File: config.mk
export PLATFORM = sky130hd
export DESIGN_NAME = pmc_top
export DESIGN_NICKNAME = d
export VERILOG_FILES = /design/src/verilog/pmc_pkg.sv /design/src/verilog/pmc_status_if.sv /design/src/verilog/pmc_event_status.sv /design/src/verilog/pmc_c2_ctrl.sv /design/src/verilog/pmc_top.sv
export SDC_FILE = /design/constraint.sdc
export NUM_CORES = 1
export LEC_CHECK = 0
export ABC_AREA = 0
export BUFFER_PORTS_ARGS = -buffer_cell sky130_fd_sc_hd__buf_2
export CAP_MARGIN = 20
export CELL_PAD_IN_SITES_DETAIL_PLACEMENT = 0
export CELL_PAD_IN_SITES_GLOBAL_PLACEMENT = 1
export CORE_MARGIN = 2
export CORE_UTILIZATION = 37
export CTS_CLUSTER_DIAMETER = 40
export DETAILED_ROUTE_END_ITERATION = 16
export GPL_TIMING_DRIVEN = 0
export PLACE_DENSITY = 0.88
export SYNTH_ARGS = -nofsm -noshare
export SYNTH_HDL_FRONTEND = slang
export SYNTH_SLANG_ARGS = --single-unit
File: constraint.sdc
create_clock -name clk -period 1.8 [get_ports clk]
set_clock_uncertainty 0.05 [all_clocks]
set_input_delay 0.09 -clock clk [delete_from_list [all_inputs] [get_ports clk]]
set_output_delay 0.09 -clock clk [all_outputs]
set_load 0.1 [all_outputs]
File: src/verilog/pmc_pkg.sv
// Constants and types shared by the C2 entry and general event status logic.
// How it works
// - Level-2 trigger reads always return zero.
// - Level-2 trigger writes are ignored entirely.
// - Trigger read holds stop clock until break.
// - Throttling ignored while in C2 state.
// - GPI flag sets on input pin level, invertible.
// - Enabled GPI flag wakes from S1-S5.
// - Enabled GPI flag in S0 raises routed SCI.
// - Enabled flag in S0: SCI or SMI.
// - Thermal override flag never signals anything.
// - Reset-control port reset keeps status bits.
// - Resume-well reset clears all status bits.
// - Bus-0 flag sets on internal power event.
// - Bus-0 flag clears on write one.
// - Enabled bus-0 flag in S0: SCI/SMI.
// - Bus-0 flag in sleep: wake plus SCI/SMI.
// - Override S5: bus-0 flag stays silent.
package pmc_pkg;

    // ****************************************
    // Register map
    // ****************************************
    localparam logic [15:0] TRIG_OFFSET = 16'h0014;
    localparam logic [15:0] GES_OFFSET = 16'h0028;
    localparam logic [7:0] TRIG_READ_VALUE = 8'h00;
    localparam logic [31:0] GES_RESET = 32'h00000000;
    localparam logic [31:0] GES_IMPL_MASK = 32'hFFFF2000;
    localparam int GPI_LSB = 16;
    localparam int GPI_COUNT = 16;
    localparam int BUS0_BIT = 13;
    localparam int BUS0_DEVICES = 8;

    // ****************************************
    // Routing, pins and timing
    // ****************************************
    localparam logic [1:0] ROUTE_SMI = 2'h1;
    localparam logic [1:0] ROUTE_SCI = 2'h2;
    localparam logic [16:0] PIN_IDLE = 17'h10000;
    localparam logic [1:0] SYNC_FILL = 2'h3;

    // ****************************************
    // Types
    // ****************************************
    typedef enum logic [2:0]
    {
        PMC_S0 = 3'h0,
        PMC_S1 = 3'h1,
        PMC_S2 = 3'h2,
        PMC_S3 = 3'h3,
        PMC_S4 = 3'h4,
        PMC_S5 = 3'h5
    } pmc_sleep_type;

    typedef enum logic [1:0]
    {
        PMC_C2_RUN = 2'b01,
        PMC_C2_SLEEP = 2'b10
    } pmc_c2_state_type;

endpackage

File: src/verilog/pmc_status_if.sv
// Carrier between the status keeper and the logic that sets, clears and reads it.
`timescale 1ns/1ps
interface pmc_status_if;
    logic [31:0] set_mask;
    logic [31:0] clear_mask;
    logic [31:0] status;
    logic [31:0] fresh;

    modport keeper
    (
        input set_mask,
        input clear_mask,
        output status,
        output fresh
    );

    modport user
    (
        output set_mask,
        output clear_mask,
        input status,
        input fresh
    );
endinterface

File: src/verilog/pmc_event_status.sv
// Sticky general event status bits, kept in the resume well.
`timescale 1ns/1ps
module pmc_event_status
(
    // Clock and resume-well reset
    input wire logic clk,
    input wire logic resume_well_reset_n,
    // Status access
    pmc_status_if.keeper sts
);
    import pmc_pkg::*;

    // ****************************************
    // Status bits
    // ****************************************
    // Only the resume-well reset reaches these flops, so a core reset leaves them alone.
    always_ff @(posedge clk or negedge resume_well_reset_n)
    begin
        if (!resume_well_reset_n)
        begin
            sts.status <= GES_RESET;
        end
        else
        begin
            // A set in the same cycle as a clear wins, so no event is lost.
            sts.status <= ((sts.status & ~sts.clear_mask) | sts.set_mask) & GES_IMPL_MASK;
        end
    end

    always_ff @(posedge clk or negedge resume_well_reset_n)
    begin
        if (!resume_well_reset_n)
        begin
            sts.fresh <= GES_RESET;
        end
        else
        begin
            sts.fresh <= sts.set_mask & ~sts.status & GES_IMPL_MASK;
        end
    end

endmodule

File: src/verilog/pmc_c2_ctrl.sv
// Stop-clock control for level-2 entry and throttling.
`timescale 1ns/1ps
module pmc_c2_ctrl
(
    // Clock and reset
    input wire logic clk,
    input wire logic resetn,
    // Requests
    input wire logic c2_request,
    input wire logic break_event,
    input wire logic throttle_active,
    // Clock control outputs
    output logic stop_clock_n,
    output logic c2_active
);
    import pmc_pkg::*;

    pmc_c2_state_type state;
    pmc_c2_state_type next_state;

    // ****************************************
    // State machine
    // ****************************************
    always_comb
    begin
        case (state)
            PMC_C2_RUN:
            begin
                next_state = c2_request ? PMC_C2_SLEEP : PMC_C2_RUN;
            end
            PMC_C2_SLEEP:
            begin
                next_state = break_event ? PMC_C2_RUN : PMC_C2_SLEEP;
            end
            default:
            begin
                next_state = PMC_C2_RUN;
            end
        endcase
    end

    always_ff @(posedge clk or negedge resetn)
    begin
        if (!resetn)
        begin
            state <= PMC_C2_RUN;
        end
        else
        begin
            state <= next_state;
        end
    end

    // ****************************************
    // Stop clock
    // ****************************************
    // In C2 the pin is held low outright, so the throttle duty has no say.
    always_ff @(posedge clk or negedge resetn)
    begin
        if (!resetn)
        begin
            stop_clock_n <= 1'b1;
        end
        else
        begin
            stop_clock_n <= !((next_state == PMC_C2_SLEEP) || throttle_active);
        end
    end

    always_ff @(posedge clk or negedge resetn)
    begin
        if (!resetn)
        begin
            c2_active <= 1'b0;
        end
        else
        begin
            c2_active <= (next_state == PMC_C2_SLEEP);
        end
    end

endmodule

File: src/verilog/pmc_top.sv
// Power-management C2 trigger register and general event status with wake and SCI/SMI routing.
`timescale 1ns/1ps
module pmc_top
(
    // Clock and resets
    input wire logic clk,
    input wire logic resetn,
    input wire logic resume_well_reset_n,
    // I/O register access
    input wire logic [15:0] pm_io_base,
    input wire logic [15:0] io_addr,
    input wire logic io_rd,
    input wire logic io_wr,
    input wire logic [3:0] io_byte_en,
    input wire logic [31:0] io_wdata,
    output logic [31:0] io_rdata,
    output logic io_rdata_valid,
    // General purpose inputs
    input wire logic [15:0] gpio_pin,
    input wire logic [15:0] gpio_is_input,
    input wire logic [15:0] gp_input_invert,
    input wire logic [31:0] gp_input_route,
    // Event sources and enables
    input wire logic [pmc_pkg::BUS0_DEVICES-1:0] internal_bus0_power_event,
    input wire logic [31:0] general_event_enable,
    input wire logic sci_select,
    // System sleep state
    input wire pmc_pkg::pmc_sleep_type sleep_state,
    input wire logic s5_power_button_override,
    // Clock control
    input wire logic throttle_enable,
    input wire logic thermal_alarm_n,
    input wire logic throttle_duty_low,
    input wire logic break_event,
    output logic stop_clock_n,
    output logic c2_active,
    // Event outputs
    output logic wake_event,
    output logic sci_active,
    output logic system_mgmt_irq_n
);
    import pmc_pkg::*;

    logic [16:0] pin_s1;
    logic [16:0] pin_s2;
    logic [16:0] pin_s3;
    logic [16:0] pin_stable;
    logic [1:0] sync_count;
    logic sync_filled;
    logic hit_trig;
    logic hit_ges;
    logic c2_request;
    logic throttle_active;
    logic [15:0] gpi_level;
    logic [15:0] gpi_set;
    logic bus0_req;
    logic [31:0] enabled_status;
    logic [31:0] enabled_fresh;
    logic in_s0;
    logic override_s5;
    logic bus0_live;
    logic gpi_sci;
    logic gpi_smi;
    logic gpi_wake;
    logic next_sci;
    logic next_smi;
    logic next_wake;

    pmc_status_if sts ();

    // ****************************************
    // Helpers
    // ****************************************
    function automatic logic addr_hit(input logic [15:0] addr, input logic [15:0] base, input logic [15:0] off);
        logic [15:0] target;
        target = 16'(base + off);
        return addr == target;
    endfunction

    function automatic logic [31:0] lane_mask(input logic [3:0] be);
        logic [31:0] mask;
        mask = 32'h00000000;
        for (int i = 0; i < 4; i++)
        begin
            mask[i*8 +: 8] = {8{be[i]}};
        end
        return mask;
    endfunction

    // ****************************************
    // Pin synchronisers
    // ****************************************
    // A change is taken only once the second and third stages agree.
    always_ff @(posedge clk or negedge resetn)
    begin
        if (!resetn)
        begin
            pin_s1 <= PIN_IDLE;
            pin_s2 <= PIN_IDLE;
            pin_s3 <= PIN_IDLE;
        end
        else
        begin
            pin_s1 <= {thermal_alarm_n, gpio_pin};
            pin_s2 <= pin_s1;
            pin_s3 <= pin_s2;
        end
    end

    always_ff @(posedge clk or negedge resetn)
    begin
        if (!resetn)
        begin
            pin_stable <= PIN_IDLE;
        end
        else
        begin
            pin_stable <= (pin_s2 & ~(pin_s2 ^ pin_s3)) | (pin_stable & (pin_s2 ^ pin_s3));
        end
    end

    // The status bits outlive a core reset, so an inverted input must not see the
    // reset value of the synchroniser as a real level and set a flag by mistake.
    always_ff @(posedge clk or negedge resetn)
    begin
        if (!resetn)
        begin
            sync_count <= 2'h0;
        end
        else if (sync_count != SYNC_FILL)
        begin
            sync_count <= 2'(sync_count + 2'h1);
        end
    end

    // The stable stage holds real pin levels only one edge after the count fills,
    // so the gate is registered to keep the reset value of that stage out.
    always_ff @(posedge clk or negedge resetn)
    begin
        if (!resetn)
        begin
            sync_filled <= 1'b0;
        end
        else
        begin
            sync_filled <= (sync_count == SYNC_FILL);
        end
    end

    // ****************************************
    // Register decode
    // ****************************************
    assign hit_trig = addr_hit(io_addr, pm_io_base, TRIG_OFFSET);
    assign hit_ges = addr_hit(io_addr, pm_io_base, GES_OFFSET);
    assign c2_request = io_rd && hit_trig;

    always_ff @(posedge clk or negedge resetn)
    begin
        if (!resetn)
        begin
            io_rdata <= 32'h00000000;
        end
        else if (io_rd && hit_trig)
        begin
            io_rdata <= {24'h000000, TRIG_READ_VALUE};
        end
        else if (io_rd && hit_ges)
        begin
            io_rdata <= sts.status & GES_IMPL_MASK;
        end
        else
        begin
            io_rdata <= 32'h00000000;
        end
    end

    always_ff @(posedge clk or negedge resetn)
    begin
        if (!resetn)
        begin
            io_rdata_valid <= 1'b0;
        end
        else
        begin
            io_rdata_valid <= io_rd && (hit_trig || hit_ges);
        end
    end

    // A write to the trigger register decodes to nothing here and leaves no trace.
    assign sts.clear_mask = (io_wr && hit_ges) ? (io_wdata & lane_mask(io_byte_en) & GES_IMPL_MASK) : 32'h00000000;

    // ****************************************
    // Event sources
    // ****************************************
    assign gpi_level = pin_stable[15:0] ^ gp_input_invert;
    assign gpi_set = gpi_level & gpio_is_input & {16{sync_filled}};
    assign bus0_req = |internal_bus0_power_event;

    always_comb
    begin
        sts.set_mask = 32'h00000000;
        sts.set_mask[GPI_LSB +: GPI_COUNT] = gpi_set;
        sts.set_mask[BUS0_BIT] = bus0_req;
    end

    pmc_event_status u_status
    (
        .clk(clk),
        .resume_well_reset_n(resume_well_reset_n),
        .sts(sts)
    );

    // ****************************************
    // Event routing
    // ****************************************
    // Only bits with an enable can signal; the thermal override flag has none.
    assign enabled_status = sts.status & general_event_enable & GES_IMPL_MASK;
    assign enabled_fresh = sts.fresh & general_event_enable & GES_IMPL_MASK;
    assign in_s0 = (sleep_state == PMC_S0);
    assign override_s5 = (sleep_state == PMC_S5) && s5_power_button_override;
    assign bus0_live = enabled_status[BUS0_BIT] && !override_s5;

    // SCI and SMI are levels that follow the flags, so an event caught in sleep
    // is reported as soon as the system is back in S0.
    always_comb
    begin
        gpi_sci = 1'b0;
        gpi_smi = 1'b0;
        for (int i = 0; i < GPI_COUNT; i++)
        begin
            if (enabled_status[GPI_LSB + i] && in_s0)
            begin
                if (gp_input_route[2*i +: 2] == ROUTE_SCI)
                begin
                    gpi_sci = 1'b1;
                end
                else if (gp_input_route[2*i +: 2] == ROUTE_SMI)
                begin
                    gpi_smi = 1'b1;
                end
            end
        end
    end

    assign gpi_wake = !in_s0 && (|enabled_fresh[GPI_LSB +: GPI_COUNT]);
    assign next_sci = gpi_sci || (bus0_live && sci_select);
    assign next_smi = gpi_smi || (bus0_live && !sci_select);
    assign next_wake = gpi_wake || (!in_s0 && enabled_fresh[BUS0_BIT] && !override_s5);

    always_ff @(posedge clk or negedge resetn)
    begin
        if (!resetn)
        begin
            sci_active <= 1'b0;
        end
        else
        begin
            sci_active <= next_sci;
        end
    end

    always_ff @(posedge clk or negedge resetn)
    begin
        if (!resetn)
        begin
            system_mgmt_irq_n <= 1'b1;
        end
        else
        begin
            system_mgmt_irq_n <= !next_smi;
        end
    end

    always_ff @(posedge clk or negedge resetn)
    begin
        if (!resetn)
        begin
            wake_event <= 1'b0;
        end
        else
        begin
            wake_event <= next_wake;
        end
    end

    // ****************************************
    // Clock control
    // ****************************************
    // Software or thermal throttling only shapes the pin outside C2.
    assign throttle_active = throttle_duty_low && (throttle_enable || !pin_stable[16]);

    pmc_c2_ctrl u_c2
    (
        .clk(clk),
        .resetn(resetn),
        .c2_request(c2_request),
        .break_event(break_event),
        .throttle_active(throttle_active),
        .stop_clock_n(stop_clock_n),
        .c2_active(c2_active)
    );

endmodule

# Word level (Yosys, flattened, before mapping)
# Cells that the tools add are included.
# Widths: inputs -> output; s select.
# op_classes
add_sub_neg	3
n_eq_ne	40
muxes	86
n_bitwise	16
reduce_logical	43
# op_table
op	count
$and 32x32->32	5
$mux 32	3
$mux 1	80
$not 32->32	2
$eq 2x2->1 const B	19
$and 17x17->17	2
$eq 2x1->1 const B	17
$and 16x16->16	2
$eq 16x16->1	2
$or 32x32->32	1
$logic_and 1x1->1	28
$not 17->17	1
$or 17x17->17	1
$xor 17x17->17	1
$add 16x5->16 const B	1
$add 16x6->16 const B	1
$reduce_or 16->1	1
$xor 16x16->16	1
$reduce_or 8->1	1
$logic_not 1->1	6
$logic_or 1x1->1	6
$mux 2	2
$pmux 2 s2	1
$eq 3x3->1 const B	1
other kinds (3)	3
# word_totals
reg_bits	145
inputBits	202
out_inout_bits	38
wordCells	204

# Logic depth before layout (Yosys ltp)
# Gate-level depths: netlist (run 1).
# depth
depth_word	51
mapped_depth	11
mapped_depth_nobuf	8

# Hierarchy
# Synthesis (run 1) repeated with hierarchy kept, for this count alone.
# unflattened
hier_cells	540
hier_area_um2	6153.4
# modules_own_cells
mod	n_inst	cells_per_inst	area_each_um2
pmc_top	1	407	4590.7
pmc_event_status	1	116	1377.6
pmc_c2_ctrl	1	17	185.2

# Least setup slack after synthesis (run 1)
# OpenSTA, ideal clock, no wires.
# synth_timing
kind	input to register
from	in pm_io_base[4]
to	reg u_status.sts.status[20]
setup_ns	0.128
t_arrival_ns	1.945
t_required_ns	1.622
setup_slack_ns	-0.323
cell_stages	11
n_path_buf	3
path_cell_list	clkbuf_1 > inv_1 > ha_1 > xnor2_1 > nor3_1 > nand3_1 > or3_1 > buf_6 > buf_6 > o41ai_1 > nand2_1
# synth_via
elab_chain_len	7
# synth_rtl
element	line_no	text
start: declaration	pmc_top.sv:10	input wire logic [15:0] pm_io_base,
$add 16x6->16	pmc_top.sv:76	target = 16'(base + off);
$eq 16x16->1	pmc_top.sv:77	return addr == target;
$logic_and 1x1->1	pmc_top.sv:190	assign sts.clear_mask = (io_wr && hit_ges) ? (io_wdata & lane_mask(io_byte_en) & GES_IMPL_MASK) : 32'h00000000 ...
$mux 32	pmc_top.sv:190	
$not 32->32	pmc_event_status.sv:26	sts.status <= ((sts.status & ~sts.clear_mask) | sts.set_mask) & GES_IMPL_MASK;
$and 32x32->32	pmc_event_status.sv:26	
$or 32x32->32	pmc_event_status.sv:26	
end signal: assignment	pmc_event_status.sv:26	
end: declaration	pmc_status_if.sv:13	output status,
# Every way passes these cells.
# A chain may end at the register's enable or synchronous reset.

# Worst setup path after layout (run 1)
# layout_timing
from	in pm_io_base[4]
to	reg u_c2.stop_clock_n
# layout_via
elab_chain_len	8
# layout_rtl
element	line_no	text
$add 16x5->16	pmc_top.sv:76	
$eq 16x16->1	pmc_top.sv:77	
$logic_and 1x1->1	pmc_top.sv:155	assign c2_request = io_rd && hit_trig;
$mux 2	pmc_c2_ctrl.sv:29	next_state = c2_request ? PMC_C2_SLEEP : PMC_C2_RUN;
$pmux 2 s2	pmc_c2_ctrl.sv:26	case (state)
$eq 2x2->1	pmc_c2_ctrl.sv:66	stop_clock_n <= !((next_state == PMC_C2_SLEEP) || throttle_active);
$logic_or 1x1->1	pmc_c2_ctrl.sv:66	
$logic_not 1->1	pmc_c2_ctrl.sv:66	
end signal: assignment	pmc_c2_ctrl.sv:66	
end: declaration	pmc_c2_ctrl.sv:13	output logic stop_clock_n,
# Every way passes these cells.

==> results of run 1 <==
-- power groups by stage --
stage,logic [mW],clock network [mW],registers [mW]
final,1.18,3.41,3.09
after global routing,1.27,3.63,3.10
after global placement,0.975,0,3.14
after floorplan,0.536,0,3.19
after detailed placement,0.995,0,3.14
after CTS,1.14,3.49,3.09
-- routing by layer --
| layer | GRT usage, % | vias up | wire length (um) |
|---|---|---|---|
| li1 | - | 2480 | - |
| met2 | 35.8 | 170 | 8940 |
| met4 | 7.13 | 0 | 320 |
| met3 | 4.11 | 23 | 821 |
| met5 | 0 | - | 0 |
| met1 | 27.3 | 2532 | 7820 |
-- cell type report --
| cell class | count | area, um^2 |
|---|---|---|
| Clock inverter | 15 | 178 |
| Buffer | 33 | 282 |
| Inverter | 10 | 40.0 |
| Clock buffer | 17 | 425 |
| Sequential cell | 130 | 3260 |
| Multi-Input combinational cell | 363 | 2770 |
| Tap cell | 216 | 270 |
| Timing Repair Buffer | 274 | 1830 |
| Fill cell | 1321 | 6770 |
| Antenna cell | 1 | 2.50 |
-- cells by family (layout without fill, tap and decap cells) --
logic type      after synthesis  after routing  share of synthesized area, %
simple gates                210            210                          20.1
compound gates               69             69                          9.31
buf+inv                      44            349                          4.67
xor+xnor                     44             44                          6.60
mux                           2              2                         0.357
flops                       130            130                          54.8
fa+ha+maj                    23             23                          4.12
other cells                   1             16                        0.0630
-- final timing paths --
check	end	slack, ps	cells after the start
min reg2reg	pin_s2[2]	290	0
max in group asynchronous	u_c2.state[0]	870	3
min	u_status.sts.status[13]	20	3
max reg2reg	sci_active	60	5
max	u_c2.stop_clock_n	-50	11
min in group asynchronous	pin_s3[11]	120	2
-- Yosys cell counts, drive strengths merged, types with 8 or more instances --
cell,instances
dfrtp,123
nand3,40
nand2,35
nor3b,34
xor2,29
buf,28
nor2,28
and3,21
maj3,17
o41ai,15
xnor2,15
inv,10
and2,8
nor3,8
nor4,8
-- worst max-delay path, stage by stage --
cell and delay [ps]:
buf_8 80, buf_8 100, inv_4 30, ha_4 150, and2_1 170, xor2_1 160
o31ai_1 400, nor4b_1 350, buf_4 190, nand4_1 180, o21a_1 230
-- repair_timing --
| action | in CTS | in global routing |
|---|---|---|
| gates resized for setup | 23 | 22 |
| hold buffers | 70 | 0 |
| setup endpoints to repair | 35 | 39 |
| buffers inserted | 8 | 5 |
| gates cloned | 1 | 1 |
| pin swaps | 6 | 19 |
| hold endpoints to repair | 180 | 0 |
==> implementation parameters, run 1 <==
Parameter                              Value

Cells and area
  Synthesis-to-finish area growth ... 52.2%
  Layout net count ... 1037
  Layout Cell Area excl Fill ... 9060 um^2
  Fraction of final layout cells sized beyond drive strength 1 ... 38.2%
  Count of placed standard cells in the final layout, fillers left out ... 1059
  Leading cell types in the layout, fill and taps excluded ... buf_2, dfrtp_1, dlygate4sd3_1
  Final Core Density ... 57.3%
  Most common cell after layout, fill and taps aside ... buf_2

Drt
  Via count ... 5205
  Drt initial violations ... 238
  Wire length per cell ... 16.9 um
  DRC errors left ... 0
  Router iterations before antenna repair ... 6
  Detailed-route wire length ... 17.9 mm
  DRT antenna net count ... 0
  Vias per std cell ... 4.92

Hold path
  Start point of the worst min-delay path ... io_wdata[13]
  Path class of the lowest-slack min-delay path ... in -> reg

STA
  Final number of setup-violating endpoints ... 5
  Total count of hold-check failures in the final report ... 0
  Max frequency ... 0.540 GHz
  Sum of negative setup slack ... -62.9 ps
  Smallest setup slack after layout ... -53.0 ps
  Clock period minus final worst setup slack ... 1850 ps
  Final period utilization ... 103%
  Post-Route Hold Slack ... 21.5 ps
  Unrepaired setup endpoints after global routing ... true
  Normalized max-slew margin ... 49.2%
  Max-slew violation count ... 0
  Transition at the pin with the smallest max-transition slack ... 763 ps

Floorplan
  Initial core utilization ... 37.6%
  Die extent in y ... 131 um
  Std-Cell Rows ... 46
  Core footprint ... 15800 um^2
  Total die area ... 17100 um^2
  Die extent in x ... 131 um
  Count of boundary I/O pins ... 240

Job
  Maximum capacitance violations ... 0

Placed design
  # placed instances ... 942
  HPWL after DPL ... 13.0 mm
  Cell area after placement ... 7430 um^2
  Routability cong. ... 0.904
  Count of buffers from port buffering ... 188
  Setup WS pre-CTS ... -672 ps

Logic synthesis
  Register bit total from synthesis ... 130
  Library cells used by synthesis ... 64
  Leading area contributor after synthesis ... dfrtp_1
  Synthesized netlist cell count ... 523
  Count of flip-flops with a built-in enable after synthesis ... 0
  Synthesis Warnings ... 0
  Post-synthesis sequential area ratio ... 54.8%
  Top-area cell type share of the netlist area ... 51.7%
  Area of the mapped netlist ... 5950 um^2
  Asr flop ratio synth ... 100%
  Ys flop type ... dfrtp_1
  Mean area per synthesized cell ... 11.4 um^2
  Cell types occupying the most area after synthesis ... dfrtp_1, nor3b_1, xor2_1

Run status
  Run status ... finished, violations left
  Violations in the final reports ... setup timing

Pwr
  Power, Total ... 7.68 mW
  Share of total power in the clock network ... 44.4%
  Leakage power total ... 4.26 nW
  Switching power share of the total ... 29.4%
  Sequential share of power ... 40.3%
  Power per Cell Area ... 847 nW/um^2
  Comb pwr share ... 15.3%
  Max rail drop VDD ... 0.777 mV
  Int Pwr ... 5.42 mW
  Sw power ... 2.26 mW

Critical path
  Worst Path Class, Setup ... in -> reg
  CP Capture Type ... register
  Critical path arrival ... 2140 ps
  CP Launch Type ... input port
  Crit path launch ... pm_io_base[4]
  Required time reported for the critical path endpoint ... 2090 ps
  Launch point of the worst reg-to-reg path ... u_status.sts.status[22]
  Critical Path Fanout Max ... 4

Global route
  GRT Util Overall ... 21.1%
  Maximum number of pins on one net before global-route repair ... 71
  Wire length of the first global-routing pass ... 26.9 mm
  Initial antenna violation count ... 1
  Number of global-route vias before repair ... 5206
  Grt ovf ... 0

Clocking
  Latest clock arrival within the worst-skew pair ... 410 ps
  CTS tree ... built
  CTS Buf Count ... 17
  Total number of H-tree levels ... 4
  CTS clk-pin slew, worst paths ... 60 ps
  Maximum count of clock buffers along a single path ... 2
  Cell at the root of the clock tree ... clkbuf_16
  Clk sink count ... 130
Note: power is estimated with default switching activity, not from simulation.
==> run 2, diff against run 1 <==
RECOVER_POWER = 50   (was default)
==> run 2 against run 1 <==
Net effect: the flow still finishes with violations (setup timing); critical endpoint unchanged; first-iteration DRC count decreased by 1.7%; wire length increased by 0.21%; highest routed layer unchanged; final area is 0.21% lower; hold slack barely moved; utilization shrank 0.12 points; die area is the same.
==> implementation parameters, run 2 (synthesis gave the netlist of run 1 again) <==
Parameter                              Value

Pwr
  Share of total power in the clock network ... 44.4% (about the same)
  Power per Cell Area ... 848 nW/um^2 (about the same)
  Sw power ... 2.25 mW (-0.14%)
  Switching power share of the total ... 29.4% (about the same)
  Leakage power total ... 4.25 nW (-0.19%)
  Sequential share of power ... 40.3% (about the same)
  Max rail drop VDD ... 0.776 mV (about the same)
  Comb pwr share ... 15.3% (about the same)
  Int Pwr ... 5.41 mW (-0.11%)
  Power, Total ... 7.67 mW (-0.12%)

Critical path
  Launch point of the worst reg-to-reg path ... u_status.sts.status[22]
  Endpoint of the lowest-slack register-to-register path ... sci_active
  Worst Path Class, Setup ... in -> reg
  Required time reported for the critical path endpoint ... 2090 ps (about the same)
  Critical Path Fanout Max ... 4 (unchanged)
  CP Launch Type ... input port
  Crit path launch ... pm_io_base[4]
  Critical path arrival ... 2130 ps (about the same)
  Slack of the worst reg-to-reg path ... 60 ps (about the same)
  Worst setup path end ... u_c2.stop_clock_n
  CP Capture Type ... register
  Worst reg-to-reg path cell count ... 5 (unchanged)

STA
  Total count of hold-check failures in the final report ... 0 (unchanged)
  Unrepaired setup endpoints after global routing ... true
  Transition at the pin with the smallest max-transition slack ... 849 ps (+85.9 ps)
  Final period utilization ... 102% (-0.54 points)
  Sum of negative setup slack ... -47.0 ps (+16.0 ps)
  Smallest setup slack after layout ... -43.3 ps (+9.67 ps)
  Max frequency ... 0.543 GHz (+0.52%)
  Clock period minus final worst setup slack ... 1840 ps (-9.67 ps)
  Final number of setup-violating endpoints ... 3 (-2)
  Normalized max-slew margin ... 43.4% (-5.7 points)
  Max-slew violation count ... 0 (unchanged)

Clocking
  CTS Buf Count ... 17 (unchanged)
  Total number of H-tree levels ... 4 (unchanged)
  CTS clk-pin slew, worst paths ... 60 ps (about the same)
  CTS tree ... built
  Cell at the root of the clock tree ... clkbuf_16
  Latest clock arrival within the worst-skew pair ... 410 ps (about the same)
  Maximum count of clock buffers along a single path ... 2 (unchanged)
  Clk sink count ... 130 (unchanged)

Global route
  Maximum number of pins on one net before global-route repair ... 71 (unchanged)
  Number of global-route vias before repair ... 5206 (unchanged)
  Wire length of the first global-routing pass ... 26.9 mm (unchanged)
  Initial antenna violation count ... 1 (unchanged)
  GRT Util Overall ... 21.1% (unchanged)
  Grt ovf ... 0 (unchanged)

Cells and area
  Layout net count ... 1037 (unchanged)
  Leading cell types in the layout, fill and taps excluded ... buf_2, dfrtp_1, dlygate4sd3_1
  Fraction of final layout cells sized beyond drive strength 1 ... 38.0% (-0.24 points)
  Most common cell after layout, fill and taps aside ... buf_2
  Layout Cell Area excl Fill ... 9040 um^2 (-0.21%)
  Final Core Density ... 57.1% (-0.12 points)
  Synthesis-to-finish area growth ... 51.9%

Drt
  DRT antenna net count ... 0 (unchanged)
  Vias per std cell ... 4.90 (-0.38%)
  Drt initial violations ... 234 (-1.7%)
  DRC errors left ... 0 (unchanged)
  Wire length per cell ... 16.9 um (+0.21%)
  Via count ... 5185 (-0.38%)
  Router iterations before antenna repair ... 5 (-1)
  Detailed-route wire length ... 17.9 mm (+0.21%)

Floorplan
  Die extent in y ... 131 um (unchanged)
  Total die area ... 17100 um^2 (unchanged)
  Initial core utilization ... 37.6% (unchanged)
  Core footprint ... 15800 um^2 (unchanged)
  Std-Cell Rows ... 46 (unchanged)
  Die extent in x ... 131 um (unchanged)
  Count of boundary I/O pins ... 240 (unchanged)

Placed design
  Count of buffers from port buffering ... 188 (unchanged)
  Setup WS pre-CTS ... -672 ps (unchanged)
  Routability cong. ... 0.904 (unchanged)
  HPWL after DPL ... 13.0 mm (unchanged)
  Cell area after placement ... 7430 um^2 (unchanged)

Run status
  Violations in the final reports ... setup timing
  Run status ... finished, violations left

Hold path
  Path class of the lowest-slack min-delay path ... in -> reg

Job
  Maximum capacitance violations ... 0 (unchanged)
## run 2: cell count changes in the layout (fill, tap and decap cells not counted)
cell	before	now
clkbuf_2	0	2
dfstp_1	0	2
buf_4	28	27
buf_2	186	185
buf_16	1	0
buf_6	9	10
dfstp_2	7	5
## run 2: metal layers
layer	share of wire [%]	GRT usage, %	routed length, um
met5	0	0	0
met2	50	35.8	8930
met1	44	27.3	7840
met4	1.8	7.13	320
met3	4.7	4.11	849
## run 2: repair_timing
| item | in CTS | in global routing |
|---|---|---|
| pin swaps | 6 | 19 |
| setup endpoints to repair | 35 | 39 |
| hold buffers | 70 | 0 |
| gates cloned | 1 | 1 |
| endpoints found under the hold margin | 180 | 0 |
| resized for setup | 23 | 22 |
| setup buffers | 8 | 5 |
## run 2: critical path, cell delays in order
cell and delay (ps):
buf_8 80, buf_8 100, inv_4 30, ha_4 150
and2_1 170, xor2_1 160, o31ai_1 400, nor4b_1 350
buf_4 190, nand4_1 170, o21a_1 220
## run 2: power groups by stage
stage	Clock (mW)	Combinational, mW	Sequential [mW]
CTS	3.49	1.14	3.09
finish	3.41	1.17	3.09
global placement	0	0.975	3.14
global route	3.63	1.27	3.10
detailed placement	0	0.995	3.14
floorplan	0	0.536	3.19
## run 2: area by class of cell
| type | instances | area, um^2 |
|---|---|---|
| fillers | 1325 | 6780 |
| flip-flops and latches | 130 | 3260 |
| multi-input cells | 363 | 2770 |
| repair buffers | 274 | 1810 |
| clock buffers | 17 | 425 |
| plain buffers | 33 | 282 |
| well taps | 216 | 270 |
| clock inverters | 15 | 178 |
| inverters | 10 | 40.0 |
| diodes | 1 | 2.50 |
## run 2: per-stage QoR
stage	hold WS, ps	cells
after floorplan	-256	537
after global placement	147	941
after detailed placement	0.756	942
after global routing	6.65	1059
after CTS	0.129	1052
final	21.6	1059
## run 2: worst min path at each step
stage | start | to | depth (start not counted)
2_1_floorplan | resetn | asynchronous set/reset pin | 0
3_3_place_gp | resume_well_reset_n | u_status.sts.status[29] | 1
3_5_place_dp | resetn | pin_s3[11] | 1
4_1_cts | gp_input_invert[0] | u_status.sts.status[16] | 4
5_1_grt | io_rd | io_rdata[16] | 2
6_report | io_wdata[13] | u_status.sts.status[13] | 3
==> run 3, diff against run 2 <==
ABC_CLOCK_PERIOD_IN_PS = 2200   (was default)
CORE_UTILIZATION = 40   (was 37)
PLACE_DENSITY = 0.93   (was 0.88)
clock period = 2.2 ns   (was 1.8 ns; I/O delays follow)
==> run 3 against run 2 <==
Net effect: highest routed layer unchanged; critical path depth shrank 1; combinational power shrank 22%; hold slack lost 15 ps; first-iteration DRC count grew 17%; the flow now finishes without violations; non-clock buffer count shrank 14; wire length shrank 3.3%; power shrank 14%; critical endpoint is now u_status.sts.status[24]; setup slack gained 98 ps; flip-flop and latch count is the same; clock-buffer cell count grew 3; largest cell class unchanged.
==> implementation parameters, run 3 (synthesis gave the netlist of run 1 again) <==
Parameter                              Value

STA
  Max frequency ... 0.466 GHz
  Max-slew violation count ... 0 (unchanged)
  Transition at the pin with the smallest max-transition slack ... 982 ps (+133 ps)
  Normalized max-slew margin ... 34.5% (-8.9 points)
  Final number of setup-violating endpoints ... 0 (-3)
  Clock period minus final worst setup slack ... 2150 ps
  Final period utilization ... 97.5%
  Total count of hold-check failures in the final report ... 0 (unchanged)
  Post-Route Hold Slack ... 6.40 ps (-15.2 ps)
  Sum of negative setup slack ... 0 ps (+47.0 ps)

Floorplan
  Std-Cell Rows ... 44 (-4.3%)
  Count of boundary I/O pins ... 240 (unchanged)
  Die extent in x ... 126 um (-3.7%)
  Die extent in y ... 126 um (-3.7%)
  Core footprint ... 14500 um^2 (-8.2%)
  Total die area ... 15900 um^2 (-7.3%)
  Initial core utilization ... 41.0% (+3.3 points)

Drt
  DRT antenna net count ... 0 (unchanged)
  Drt initial violations ... 273 (+17%)
  DRC errors left ... 0 (unchanged)
  Router iterations before antenna repair ... 4 (-1)
  Detailed-route wire length ... 17.4 mm (-3.3%)
  Via count ... 5173 (-0.23%)
  Wire length per cell ... 17.1 um (+0.90%)
  Vias per std cell ... 5.10 (+4.1%)

Placed design
  # placed instances ... 910 (-3.4%)
  HPWL after DPL ... 12.2 mm (-5.7%)
  Count of buffers from port buffering ... 188 (unchanged)
  Routability cong. ... 0.866 (-4.2%)

Global route
  Initial antenna violation count ... 3 (+2)
  Number of global-route vias before repair ... 5195 (-0.21%)
  Wire length of the first global-routing pass ... 26.6 mm (-1.2%)
  Maximum number of pins on one net before global-route repair ... 62 (-13%)
  GRT Util Overall ... 21.7% (+0.54 points)
  Grt ovf ... 0 (unchanged)

Cells and area
  Layout net count ... 1023 (-1.4%)
  Combined flip-flop and latch cell area ... 3260 um^2 (unchanged)
  Total area of multi-input combinational cells ... 2510 um^2 (-9.5%)
  Synthesis-to-finish area growth ... 44.9%
  Fraction of final layout cells sized beyond drive strength 1 ... 33.7% (-4.3 points)
  Count of placed standard cells in the final layout, fillers left out ... 1015 (-4.2%)
  Leading cell types in the layout, fill and taps excluded ... buf_2, dfrtp_1, dlygate4sd3_1
  Most common cell after layout, fill and taps aside ... buf_2
  Fillcell total ... 1187 (-10%)
  Final Core Density ... 59.4% (+2.2 points)

Clocking
  Number of buffers inserted by post-CTS setup repair ... 0 (-8)
  CTS Buf Count ... 17 (unchanged)
  CTS tree ... built
  Latest clock arrival within the worst-skew pair ... 420 ps (about the same)
  CTS clk-pin slew, worst paths ... 60 ps (about the same)
  Maximum count of clock buffers along a single path ... 2 (unchanged)
  Cell at the root of the clock tree ... clkbuf_16
  Total number of H-tree levels ... 4 (unchanged)
  Clk sink count ... 130 (unchanged)

Pwr
  Power per Cell Area ... 764 nW/um^2 (-9.9%)
  Leakage power total ... 4.03 nW (-5.3%)
  Max rail drop VDD ... 0.671 mV (-14%)
  Power, Total ... 6.59 mW (-14%)

Critical path
  CP Launch Type ... input port
  Endpoint of the lowest-slack register-to-register path ... u_c2.stop_clock_n
  CP Capture Type ... register
  Slack of the worst reg-to-reg path ... 230 ps (+170 ps)
  Worst Path Class, Setup ... in -> reg
  Critical Path Fanout Max ... 10 (+6)
  Required time reported for the critical path endpoint ... 2440 ps (+350 ps)
  Crit path launch ... pm_io_base[3]
  Worst reg-to-reg path cell count ... 6 (+1)
  Critical path arrival ... 2390 ps (+260 ps)
  Launch point of the worst reg-to-reg path ... u_c2.state[0]
  Worst setup path end ... u_status.sts.status[24]

Hold path
  Path class of the lowest-slack min-delay path ... in -> reg

Run status
  Run status ... finished clean

Job
  Maximum capacitance violations ... 0 (unchanged)
run 3: cell types whose count changed in the layout (fill, tap and decap cells not counted), sizes merged:
cell / delta
diode: +2
clkinv: -1
clkbuf: +3
clkinvlp: +1
inv: -8
bufinv: +5
buf: -14
run 3: layout make-up:
cell class              count  share of cell area, %
flip-flops and latches    130                   37.8
multi-input cells         363                   29.1
repair buffers            259                   19.3
clock buffers              20                   5.41
plain buffers              34                   2.81
well taps                 184                   2.67
clock inverters            12                   2.34
inverters                  10                  0.435
diodes                      3                 0.0870
run 3: routing by layer:
| layer | track usage, % | vias to the layer above | share of wire (%) |
|---|---|---|---|
| li1 | - | 2452 | - |
| met1 | 27.0 | 2476 | 41 |
| met2 | 35.6 | 199 | 50 |
| met3 | 5.31 | 46 | 5.3 |
| met4 | 10.1 | 0 | 3.6 |
| met5 | 0 | - | 0 |
run 3: timing repair:
| action | 4_1_cts | 5_1_grt |
|---|---|---|
| endpoints found under the setup margin | 0 | 24 |
| hold buffers | 70 | 0 |
| endpoints found under the hold margin | 125 | 0 |
| gates resized for setup | 0 | 10 |
run 3: worst max-delay path: stages:
cell and delay (ps):
buf_2 150, ha_1 240, o21ai_0 330, mux2i_1 230, nor2_1 90, or3_1 400
buf_6 150, buf_6 150, o41ai_2 440, nand2_1 110
run 3: stage by stage:
step	instance area, um^2	setup WS, ps
after CTS	8580	41.9
after global placement	7180	-405
after floorplan	6010	57.0
final	8630	54.3
after detailed placement	7210	-401
after global routing	8630	-39.4
run 3: worst min-delay path by stage:
stage / from / end / slack [ps] / cells past startpoint
floorplan: resetn / asynchronous set/reset pin / -240 / 0
global placement: resume_well_reset_n / u_status.sts.status[29] / 150 / 1
detailed placement: resetn / asynchronous set/reset pin / 50 / 1
CTS: internal_bus0_power_event[3] / u_status.sts.fresh[13] / 1 / 4
global route: gp_input_route[5] / system_mgmt_irq_n / 20 / 3
finish: gp_input_invert[1] / u_status.sts.fresh[17] / 6 / 4
run 3: power breakdown:
part / leakage, nW / switching [mW] / internal (mW) / total [mW]
Sequential: 1.54 / 0.0457 / 2.48 / 2.53
Combinational: 2.16 / 0.524 / 0.384 / 0.908
Clock: 0.323 / 1.05 / 2.10 / 3.15
Total: 4.03 / 1.62 / 4.97 / 6.59
